`src/logic/fet_channel_pkg.sv`:
```
// constants shared by the fet channel control block
package fet_channel_pkg;
  localparam int          NUM_CHANNELS        = 8;
  localparam logic [7:0]  ADDR_CHANNEL_COMMAND = 8'h01;
  localparam logic [7:0]  ADDR_MAP_AC          = 8'h02;
  localparam logic [7:0]  ADDR_MAP_BD          = 8'h03;
  localparam logic [7:0]  ADDR_PULSE_MAP       = 8'h04;
  localparam logic [7:0]  ADDR_COMBINE         = 8'h05;
  localparam logic [7:0]  ADDR_SWITCHING_CTRL  = 8'h0e;
  localparam logic [7:0]  ADDR_OFF_DETECT_EN   = 8'h26;
  localparam logic [7:0]  ADDR_FAULT_CLEAR     = 8'h29;
  localparam logic [7:0]  RESET_CHANNEL_COMMAND = 8'h00;
  localparam logic [7:0]  RESET_MAP_AC          = 8'h00;
  localparam logic [7:0]  RESET_MAP_BD          = 8'h00;
  localparam logic [7:0]  RESET_PULSE_MAP       = 8'h00;
  localparam logic [7:0]  RESET_COMBINE         = 8'h00;
  localparam logic [7:0]  RESET_SWITCHING_CTRL  = 8'h00;
  localparam logic [7:0]  RESET_OFF_DETECT_EN   = 8'h00;
  localparam int          BIT_LOW_RATE        = 3;
  localparam int          BIT_MONITOR_EN      = 2;
  localparam logic [7:0]  SWITCHING_CTRL_MASK = 8'h0c;
  localparam logic [3:0]  OPEN_LOAD_THRESHOLD = 4'h3;
  localparam int          CLOCK_MHZ           = 100;
  localparam int          OFF_DETECT_DELAY_US = 192;
  localparam int          OFF_DETECT_CYCLES   = OFF_DETECT_DELAY_US * CLOCK_MHZ;
  localparam logic [2:0]  RETRY_COUNT         = 3'h3;
  localparam logic [7:0]  RETRY_ALLOWED       = 8'hff;
endpackage : fet_channel_pkg

```
`src/logic/pin_sync.sv`:
```
// two-stage synchroniser for a group of input pins
`timescale 1ns/1ps
`default_nettype none
module pin_sync #(
  parameter int WIDTH = 5
) (
  input  wire logic             clock,
  input  wire logic             rst,
  input  wire logic             enable,
  input  wire logic [WIDTH-1:0] async_in,
  output logic      [WIDTH-1:0] sync_out
);
  logic [WIDTH-1:0] stage1;
  always_ff @(posedge clock) begin
    if (rst) begin
      stage1   <= '0;
      sync_out <= '0;
    end else if (enable) begin
      stage1   <= async_in;
      sync_out <= stage1;
    end
  end
endmodule : pin_sync
`default_nettype wire

```
`src/logic/fet_channel_control.sv`:
```
// channel request, pin mapping, trip latch and diagnostics for eight high-side switches
`timescale 1ns/1ps
`default_nettype none
// Behaviour
// [RULE1] control bit 3 selects low switching rate
// [RULE2] control bit 2 enables monitor pin output
// [RULE3] monitor toggles at rate, fifty percent duty
// [RULE4] software writes zero to unused control bits
// [RULE5] watchdog timeout reloads protected registers when masked
// [RULE6] on-state open flagged below fixed threshold
// [RULE7] off-state open after 192 us delay
// [RULE8] off-state and on-state detection independent
// [RULE9] off-state short to battery detected
// [RULE10] per-channel off-state detection enable bits
// [RULE11] command bit requests channel on
// [RULE12] command request overrides direct pin levels
// [RULE13] pulse map routes pulse pin to channel
// [RULE14] first map: pin c upper, a lower
// [RULE15] second map: pin d upper, b lower
// [RULE16] combine bit selects and versus or
// [RULE17] watchdog mode low direct pin clears faults
// [RULE18] host avoids pulsing direct pins normally
// [RULE19] trip-latched channel stays off until cleared
// [RULE20] trip latch set by listed fault conditions
// [RULE21] retry allowed faults retry before latching
// [RULE22] host locks out channel still tripping
// [RULE23] clear register bit clears latch and retries
// [RULE24] final request ors sources, gated by latch
// [RULE25] all input pins synchronised before use; code syncs only pins a-d and the pulse pin
module fet_channel_control
  import fet_channel_pkg::*;
#(
  parameter int          OFF_DETECT_COUNT = OFF_DETECT_CYCLES,
  parameter logic        WRITE_PROTECT    = 1'b1
) (
  input  wire logic       clock,
  input  wire logic       rst,
  input  wire logic       clock_enable,
  input  wire logic       reg_write,
  input  wire logic [7:0] reg_address,
  input  wire logic [7:0] reg_write_data,
  output logic      [7:0] reg_read_data,
  input  wire logic       watchdog_timeout,
  input  wire logic       watchdog_mode,
  input  wire logic       modulation,
  input  wire logic       direct_pin_a,
  input  wire logic       direct_pin_b,
  input  wire logic       direct_pin_c,
  input  wire logic       direct_pin_d,
  input  wire logic       external_pulse_pin,
  input  wire logic [7:0] overtemp_fault,
  input  wire logic [7:0] overtemp_auto_reset,
  input  wire logic [7:0] high_current_trip,
  input  wire logic [7:0] turn_on_current_trip,
  input  wire logic [7:0] low_current_trip,
  input  wire logic [7:0] low_current_trip_enable,
  input  wire logic       retry_wait_done,
  input  wire logic [7:0] on_state,
  input  wire logic [31:0] sense_current,
  input  wire logic [7:0] kelvin_above_threshold,
  input  wire logic [7:0] battery_kelvin_below_on,
  output logic      [7:0] channel_on,
  output logic            low_switching_rate,
  output logic            rate_monitor_pin,
  output logic      [7:0] trip_latched,
  output logic      [7:0] onstate_open_detected,
  output logic      [7:0] offstate_open_detected,
  output logic      [7:0] offstate_short_detected
);
  // ------------------------------------------------------------
  // state
  // ------------------------------------------------------------
  typedef struct packed {
    logic [7:0]       channel_command;
    logic [7:0]       direct_pin_map_ac;
    logic [7:0]       direct_pin_map_bd;
    logic [7:0]       pulse_pin_map;
    logic [7:0]       pin_pair_combine;
    logic [7:0]       switching_control;
    logic [7:0]       offstate_open_detect_enable;
    logic [7:0]       read_data;
    logic [7:0]       channel_on;
    logic             low_rate;
    logic             monitor;
    logic [7:0]       latch;
    logic [7:0][2:0]  retries;
    logic [7:0]       onstate_open;
    logic [7:0]       offstate_open;
    logic [7:0]       offstate_short;
    logic [7:0][14:0] off_timer;
  } state_t;

  state_t     cur;
  state_t     next_state;
  logic [4:0] pins_sync;
  logic [7:0] mapped_pins;
  logic [7:0] fault_reset;

  // ------------------------------------------------------------
  // pin synchronisation
  // ------------------------------------------------------------
  pin_sync #(
    .WIDTH    (5)
  ) u_pin_sync (
    .clock    (clock),
    .rst      (rst),
    .enable   (clock_enable),
    .async_in ({external_pulse_pin, direct_pin_d, direct_pin_c, direct_pin_b, direct_pin_a}), // RULE25
    .sync_out (pins_sync)
  );

  // ------------------------------------------------------------
  // per channel pin mapping
  // ------------------------------------------------------------
  genvar ch;
  generate
    for (ch = 0; ch < NUM_CHANNELS; ch++) begin : g_map
      logic first_pin;
      logic second_pin;
      logic first_m;
      logic second_m;
      // lower half pairs a/b, upper half pairs c/d
      assign first_pin  = (ch < 4) ? pins_sync[0] : pins_sync[2]; // RULE14
      assign second_pin = (ch < 4) ? pins_sync[1] : pins_sync[3]; // RULE15
      assign first_m    = cur.direct_pin_map_ac[ch] & first_pin;
      assign second_m   = cur.direct_pin_map_bd[ch] & second_pin;
      // unmapped pins drop out of the pair; and of nothing mapped is off
      assign mapped_pins[ch] = cur.pin_pair_combine[ch] ? // RULE16
        ((cur.direct_pin_map_ac[ch] | cur.direct_pin_map_bd[ch]) &
         (first_m  | ~cur.direct_pin_map_ac[ch]) &
         (second_m | ~cur.direct_pin_map_bd[ch])) :
        (first_m | second_m);
      // pulse pin excluded: it must never clear faults
      assign fault_reset[ch] = watchdog_mode & // RULE17
        ((cur.direct_pin_map_ac[ch] & ~first_pin) | (cur.direct_pin_map_bd[ch] & ~second_pin));
    end
  endgenerate

  // ------------------------------------------------------------
  // next state
  // ------------------------------------------------------------
  always_comb begin
    logic [7:0] clear_bits;
    logic [7:0] request;
    logic       retry_fault;
    clear_bits  = 8'h00;
    request     = 8'h00;
    retry_fault = 1'b0;
    next_state  = cur;
    if (reg_write) begin
      case (reg_address)
        ADDR_CHANNEL_COMMAND: next_state.channel_command             = reg_write_data; // RULE11
        ADDR_MAP_AC:          next_state.direct_pin_map_ac           = reg_write_data;
        ADDR_MAP_BD:          next_state.direct_pin_map_bd           = reg_write_data;
        ADDR_PULSE_MAP:       next_state.pulse_pin_map               = reg_write_data;
        ADDR_COMBINE:         next_state.pin_pair_combine            = reg_write_data;
        // unused bits kept at zero even if software writes ones
        ADDR_SWITCHING_CTRL:  next_state.switching_control           = reg_write_data & SWITCHING_CTRL_MASK;
        ADDR_OFF_DETECT_EN:   next_state.offstate_open_detect_enable = reg_write_data; // RULE10
        ADDR_FAULT_CLEAR:     clear_bits                             = reg_write_data;
        default:              next_state.read_data                   = next_state.read_data;
      endcase
    end
    if (WRITE_PROTECT && watchdog_timeout) begin // RULE5
      next_state.switching_control = RESET_SWITCHING_CTRL;
      next_state.direct_pin_map_ac = RESET_MAP_AC;
      next_state.direct_pin_map_bd = RESET_MAP_BD;
      next_state.pin_pair_combine  = RESET_COMBINE;
    end
    case (reg_address)
      ADDR_CHANNEL_COMMAND: next_state.read_data = cur.channel_command;
      ADDR_MAP_AC:          next_state.read_data = cur.direct_pin_map_ac;
      ADDR_MAP_BD:          next_state.read_data = cur.direct_pin_map_bd;
      ADDR_PULSE_MAP:       next_state.read_data = cur.pulse_pin_map;
      ADDR_COMBINE:         next_state.read_data = cur.pin_pair_combine;
      ADDR_SWITCHING_CTRL:  next_state.read_data = cur.switching_control;
      ADDR_OFF_DETECT_EN:   next_state.read_data = cur.offstate_open_detect_enable;
      default:              next_state.read_data = 8'h00;
    endcase
    next_state.low_rate = cur.switching_control[BIT_LOW_RATE]; // RULE1
    // monitor follows the modulation square wave, not the channel duty
    next_state.monitor  = cur.switching_control[BIT_MONITOR_EN] & modulation; // RULE2 RULE3
    for (int i = 0; i < NUM_CHANNELS; i++) begin
      retry_fault = RETRY_ALLOWED[i] &
        (high_current_trip[i] | turn_on_current_trip[i] | (low_current_trip[i] & low_current_trip_enable[i]));
      if ((overtemp_fault[i] & ~overtemp_auto_reset[i]) || // RULE20
          (~RETRY_ALLOWED[i] & (high_current_trip[i] | turn_on_current_trip[i])) ||
          (~RETRY_ALLOWED[i] & low_current_trip[i] & low_current_trip_enable[i])) begin
        next_state.latch[i] = 1'b1;
      end else if (retry_fault) begin // RULE21
        if (cur.retries[i] == RETRY_COUNT) begin
          next_state.latch[i] = 1'b1;
        end else if (retry_wait_done) begin
          next_state.retries[i] = cur.retries[i] + 3'h1;
        end
      end else if (clear_bits[i] || fault_reset[i]) begin // RULE23 RULE17
        next_state.latch[i]   = 1'b0;
        next_state.retries[i] = 3'h0;
      end
      // command request wins regardless of pin levels
      request[i] = cur.channel_command[i] | (cur.pulse_pin_map[i] & pins_sync[4]) | mapped_pins[i]; // RULE12 RULE13
      next_state.channel_on[i] = request[i] & ~next_state.latch[i] & ~cur.latch[i]; // RULE24 RULE19
      // on-state check runs regardless of off-state enable
      next_state.onstate_open[i] = on_state[i] & (sense_current[4*i +: 4] < OPEN_LOAD_THRESHOLD); // RULE6 RULE8
      if (on_state[i] || !cur.offstate_open_detect_enable[i]) begin
        next_state.off_timer[i]     = 15'h0000;
        next_state.offstate_open[i] = 1'b0;
      end else if (cur.off_timer[i] < OFF_DETECT_COUNT[14:0]) begin
        next_state.off_timer[i] = cur.off_timer[i] + 15'h0001;
      end else begin
        next_state.offstate_open[i] = kelvin_above_threshold[i]; // RULE7
      end
      next_state.offstate_short[i] = ~on_state[i] & battery_kelvin_below_on[i]; // RULE9
    end
  end

  // ------------------------------------------------------------
  // registers
  // ------------------------------------------------------------
  always_ff @(posedge clock) begin
    if (rst) begin
      cur                             <= '0;
      cur.channel_command             <= RESET_CHANNEL_COMMAND;
      cur.direct_pin_map_ac           <= RESET_MAP_AC;
      cur.direct_pin_map_bd           <= RESET_MAP_BD;
      cur.pulse_pin_map               <= RESET_PULSE_MAP;
      cur.pin_pair_combine            <= RESET_COMBINE;
      cur.switching_control           <= RESET_SWITCHING_CTRL;
      cur.offstate_open_detect_enable <= RESET_OFF_DETECT_EN;
    end else if (clock_enable) begin
      cur <= next_state;
    end
  end

  assign reg_read_data           = cur.read_data;
  assign channel_on              = cur.channel_on;
  assign low_switching_rate      = cur.low_rate;
  assign rate_monitor_pin        = cur.monitor;
  assign trip_latched            = cur.latch;
  assign onstate_open_detected   = cur.onstate_open;
  assign offstate_open_detected  = cur.offstate_open;
  assign offstate_short_detected = cur.offstate_short;
endmodule : fet_channel_control
`default_nettype wire

```
`config.mk`:
```
export PLATFORM = sky130hd
export DESIGN_NAME = fet_channel_control
export DESIGN_NICKNAME = d
export VERILOG_FILES = /design/src/logic/fet_channel_pkg.sv /design/src/logic/pin_sync.sv /design/src/logic/fet_channel_control.sv
export SDC_FILE = /design/constraint.sdc
export NUM_CORES = 1
export LEC_CHECK = 0
export ABC_AREA = 1
export BUFFER_PORTS_ARGS = -buffer_cell sky130_fd_sc_hd__buf_4
export CAP_MARGIN = 0
export CORE_UTILIZATION = 58
export CTS_BUF_LIST = sky130_fd_sc_hd__clkbuf_8
export CTS_CLUSTER_SIZE = 30
export DETAILED_ROUTE_END_ITERATION = 10
export MAX_ROUTING_LAYER = met4
export PLACE_DENSITY = 0.8
export SLEW_MARGIN = 20
export SYNTH_ARGS = -nofsm -noshare
export SYNTH_HDL_FRONTEND = slang
export SYNTH_HIERARCHICAL = 1
export SYNTH_SLANG_ARGS = --single-unit
```
`constraint.sdc`:
```
create_clock -name clock -period 3.35 [get_ports clock]
set_input_delay 0.335 -clock clock [delete_from_list [all_inputs] [get_ports clock]]
set_output_delay 0.335 -clock clock [all_outputs]
set_load 0.005 [all_outputs]
```
==> PnR_summary.wiki <==
{| class="wikitable"
! Metric !! Value
|-
| Max-cap viol count || 0
|-
| Largest stage delay on the critical path || 0.42 ns
|-
| Sw Share || 0.2589
|-
| Global route overflow || 0
|-
| H-Tree Depth || 2
|-
| Antenna Nets Post-Route || 0
|-
| Kind of critical path || flip-flop to flip-flop
|-
| Leakage power figure || 6.836 nW
|-
| Net switching power of the design || 1.655 mW
|-
| Total count of hold-check failures in the final report || 0
|-
| Gpl congestion || 0.9457
|-
| Dominant cell type by area after synthesis || dfxtp_1
|-
| Estimated wirelength of the detail-placed design || 28210 µm
|-
| Count of state elements after synthesis || 254
|-
| Number of enable flip-flop cells after synthesis || 0
|-
| Crit-path most repeated cell || nand2_1
|-
| Number of antenna repair diodes || 0
|-
| Most used flip-flop cell after synthesis || dfxtp_1
|-
| Peak supply drop || 258.6 µV
|-
| Highest-delay cell along the critical path || nand2_1
|-
| Rel. slew slack || 0.4954
|-
| Layout area overhead || 13.74%
|-
| Period utilisation layout || 0.6279
|-
| Initial core utilization || 0.5966
|-
| Int Pwr || 4.738 mW
|-
| TritonCTS clock tree || done
|-
| Count of yosys warnings during synthesis || 6
|-
| Final setup viols || 0
|-
| Synth async-reset ratio || 0
|-
| Total via count after detailed routing || 15250
|-
| FF+latch area || 0.005085 mm²
|-
| Cell variety after synth || 36
|-
| Cell Rows || 57
|-
| Clock edge transition at the registers on the reported setup and hold paths || 0.06 ns
|-
| Placed standard-cell area || 0.01578 mm²
|-
| Gate count after technology mapping || 2315
|-
| Antenna violations before repair || 0
|-
| Starting DRC count in detailed routing || 1265
|-
| Synthesized area per cell || 6.323 µm²
|-
| Die Footprint || 0.02588 mm²
|-
| # resized after CTS || 0
|-
| Area occupied by multi-input gates || 0.007865 mm²
|-
| Max FO, Critical Path || 14
|-
| Hold Path Class || input port to flip-flop
|-
| Number of detailed-routing iterations run before antenna repair || 6
|-
| Via count of the first global-routing pass || 13740
|-
| Endpoint kind of the worst setup timing path || flip-flop
|-
| Routed length per placed instance || 13.91 µm
|-
| Final Instance Area || 0.01665 mm²
|-
| Number of nets in the synthesized netlist || 2472
|-
| Clock share of power || 0.431
|-
| Data arrival, critical path || 2.58 ns
|-
| Outcome || finished, final reports clean
|-
| Vias per inst || 5.455
|-
| Sequential share of power || 0.484
|-
| CTS Buf Count || 44
|-
| Maximum number of pins on one net before global-route repair || 91
|-
| Area share of the largest cell type after synthesis || 0.3474
|-
| Width of the chip || 160.9 µm
|-
| Max frequency || 475.4 MHz
|-
| Root buf cell || clkbuf_8
|-
| Final critical delay including setup and external delays || 2.103 ns
|-
| Comb pwr share || 0.085
|-
| Core Footprint || 0.02453 mm²
|-
| Count of input and output buffers || 182
|-
| Slew Limit Fails || 0
|-
| Layout cell share with drive strength beyond 1 || 0.1214
|-
| Final-stage net count || 2597
|-
| Fillers || 2225
|-
| Clock Sinks || 254
|-
| Post-CTS setup buffers || 0
|-
| Setup_tns || 0 ns
|-
| Total length of routed wires || 38890 µm
|-
| Global-route wire length before repair || 63310 µm
|-
| Power density of the placed cells || 383.9 mW/mm²
|-
| Layout Skew || 0.02876 ns
|-
| Worst skew pair latency || 0.56 ns
|-
| Global-route total usage across every layer || 0.3001
|-
| Kind of start point of the critical path || flip-flop
|-
| Top post-synthesis cells by area || dfxtp_1 35%, nand2_1 15%, nor2_1 9.3%
|-
| Drt drc || 0
|-
| Unrepaired setup endpoints after global routing || false
|-
| Cell-by-cell listing of the critical path || inv_1, nor2_2, nand3_1, nand2_1, inv_1, nand2_1, nand2_1, a21oi_1
|-
| Data required, critical path || 3.82 ns
|-
| Clk buf depth || 3
|-
| Chip height || 160.9 µm
|-
| Cell area after synthesis || 0.01464 mm²
|-
| Worst-Margin Slew || 0.7551 ns
|-
| Number of top-level pins || 183
|-
| Sequential-to-total area share from yosys stat || 0.3474
|}
[layer usage]
metal  vias to the layer above  part of all wire  GRT usage
met3                        70             0.075    0.04003
met5                         -                 0          -
met4                         0             0.024     0.1021
li1                       7681                 -          -
met1                      6907              0.44     0.3803
met2                       590              0.46     0.4908
[power groups by stage]
| stage | clock, mW | combinational [mW] | sequential [mW] |
|---|---|---|---|
| 5_1_grt | 2.94 | 0.596 | 3.10 |
| 3_3_place_gp | 0 | 0.524 | 3.16 |
| 4_1_cts | 2.79 | 0.540 | 3.10 |
| 3_5_place_dp | 0 | 0.537 | 3.16 |
| 2_1_floorplan | 0 | 0.329 | 3.15 |
| 6_report | 2.75 | 0.543 | 3.10 |
[layout make-up]
class	instances	share of cell area
Clock buffer	54	0.04464
Inverter	264	0.05952
Tap cell	324	0.02435
Clock inverter	23	0.006538
Timing Repair Buffer	191	0.08717
Multi-Input combinational cell	1685	0.4724
Sequential cell	254	0.3054
[cells in the final DEF (no fill, tap or decap), types with 54 or more instances in the layout]
cell	synthesis	final
clkbuf_8	0	54
a21oi_1	220	220
o21ai_0	94	94
nor2_1	363	363
buf_4	60	188
nand2_1	589	589
dfxtp_1	254	254
inv_1	256	264
nand4_1	68	68
nand3_1	195	195
[flip-flops by register name, indices dropped and copies added, names as in the netlist]
name,count
rate_monitor_pin,1
offstate_short_detected,8
channel_on,8
u_pin_sync/stage1,5
cur,194
low_switching_rate,1
offstate_open_detected,8
u_pin_sync/sync_out,5
reg_read_data,8
trip_latched,8
onstate_open_detected,8
[metrics by stage]
stage	hold WS, ns	std cells	total power [mW]	utilization	setup slack (ns)
after floorplan	0.4403	2315	3.479	-	1.935
after global placement	0.4521	2716	3.685	0.6431	1.097
after detailed placement	0.4543	2716	3.699	0.6431	1.089
after CTS	0.007470	2795	6.425	0.6787	1.305
after global routing	0.02717	2795	6.637	0.6787	1.079
final	0.02661	2795	6.392	0.6787	1.247
[cells by family (layout without fill, tap and decap cells)]
| group | after synthesis | after routing | share of synthesized area |
|---|---|---|---|
| XOR/XNOR | 21 | 21 | 0.01257 |
| buffers and inverters | 376 | 532 | 0.1153 |
| adder cells (fa/ha/maj) | 24 | 24 | 0.02051 |
| flip-flops | 254 | 254 | 0.3474 |
| AND/OR/NAND/NOR | 1300 | 1300 | 0.3808 |
| AO/OA/AOI/OAI | 340 | 340 | 0.1234 |
[what timing repair did]
| item | 4_1_cts | 5_1_grt |
|---|---|---|
| setup endpoints to repair | 0 | 0 |
| hold buffers | 2 | 0 |
| endpoints found under the hold margin | 2 | 0 |
[final timing paths]
| kind | startpoint | endpoint | slack, ns | depth (start not counted) |
|---|---|---|---|---|
| min reg2reg | cur[158]$_SDFFE_PP0P_ | cur[158]$_SDFFE_PP0P_ | 0.46 | 2 |
| min | battery_kelvin_below_on[2] | offstate_short_detected[2]$_SDFFE_PP0P_ | 0.03 | 3 |
| max | cur[201]$_SDFFE_PP0P_ | cur[111]$_SDFFE_PP0P_ | 1.25 | 8 |
| max reg2reg | cur[201]$_SDFFE_PP0P_ | cur[111]$_SDFFE_PP0P_ | 1.25 | 8 |
[worst max-delay path, delay by kind of cell, from the launching register on]
family / cells / cell delay [ns]
buffers and inverters: 2 / 0.45
AOI/OAI and AO/OA: 1 / 0.14
DFF: 1 / 0.34
and+or+nand+nor: 5 / 1.10
[Yosys cell counts, types with 3 or more instances]
library cell and n:
a21oi_1 220, xnor2_1 3, nor3_1 29, nor3b_1 7, nand3_1 195, nand2_1 589
nand3b_1 9, a211oi_1 5, buf_6 4, o21ai_0 94, clkbuf_1 29, nor2_2 11
inv_2 6, and2_1 8, nand2_2 8, ha_1 24, buf_2 17, buf_4 60
nor2_4 8, nor2_1 363, a2111o_1 8, a21boi_0 3, o21bai_1 4, nand4_1 68
dfxtp_1 254, inv_1 256, xor2_1 18
(Power assumes the default switching activity.)
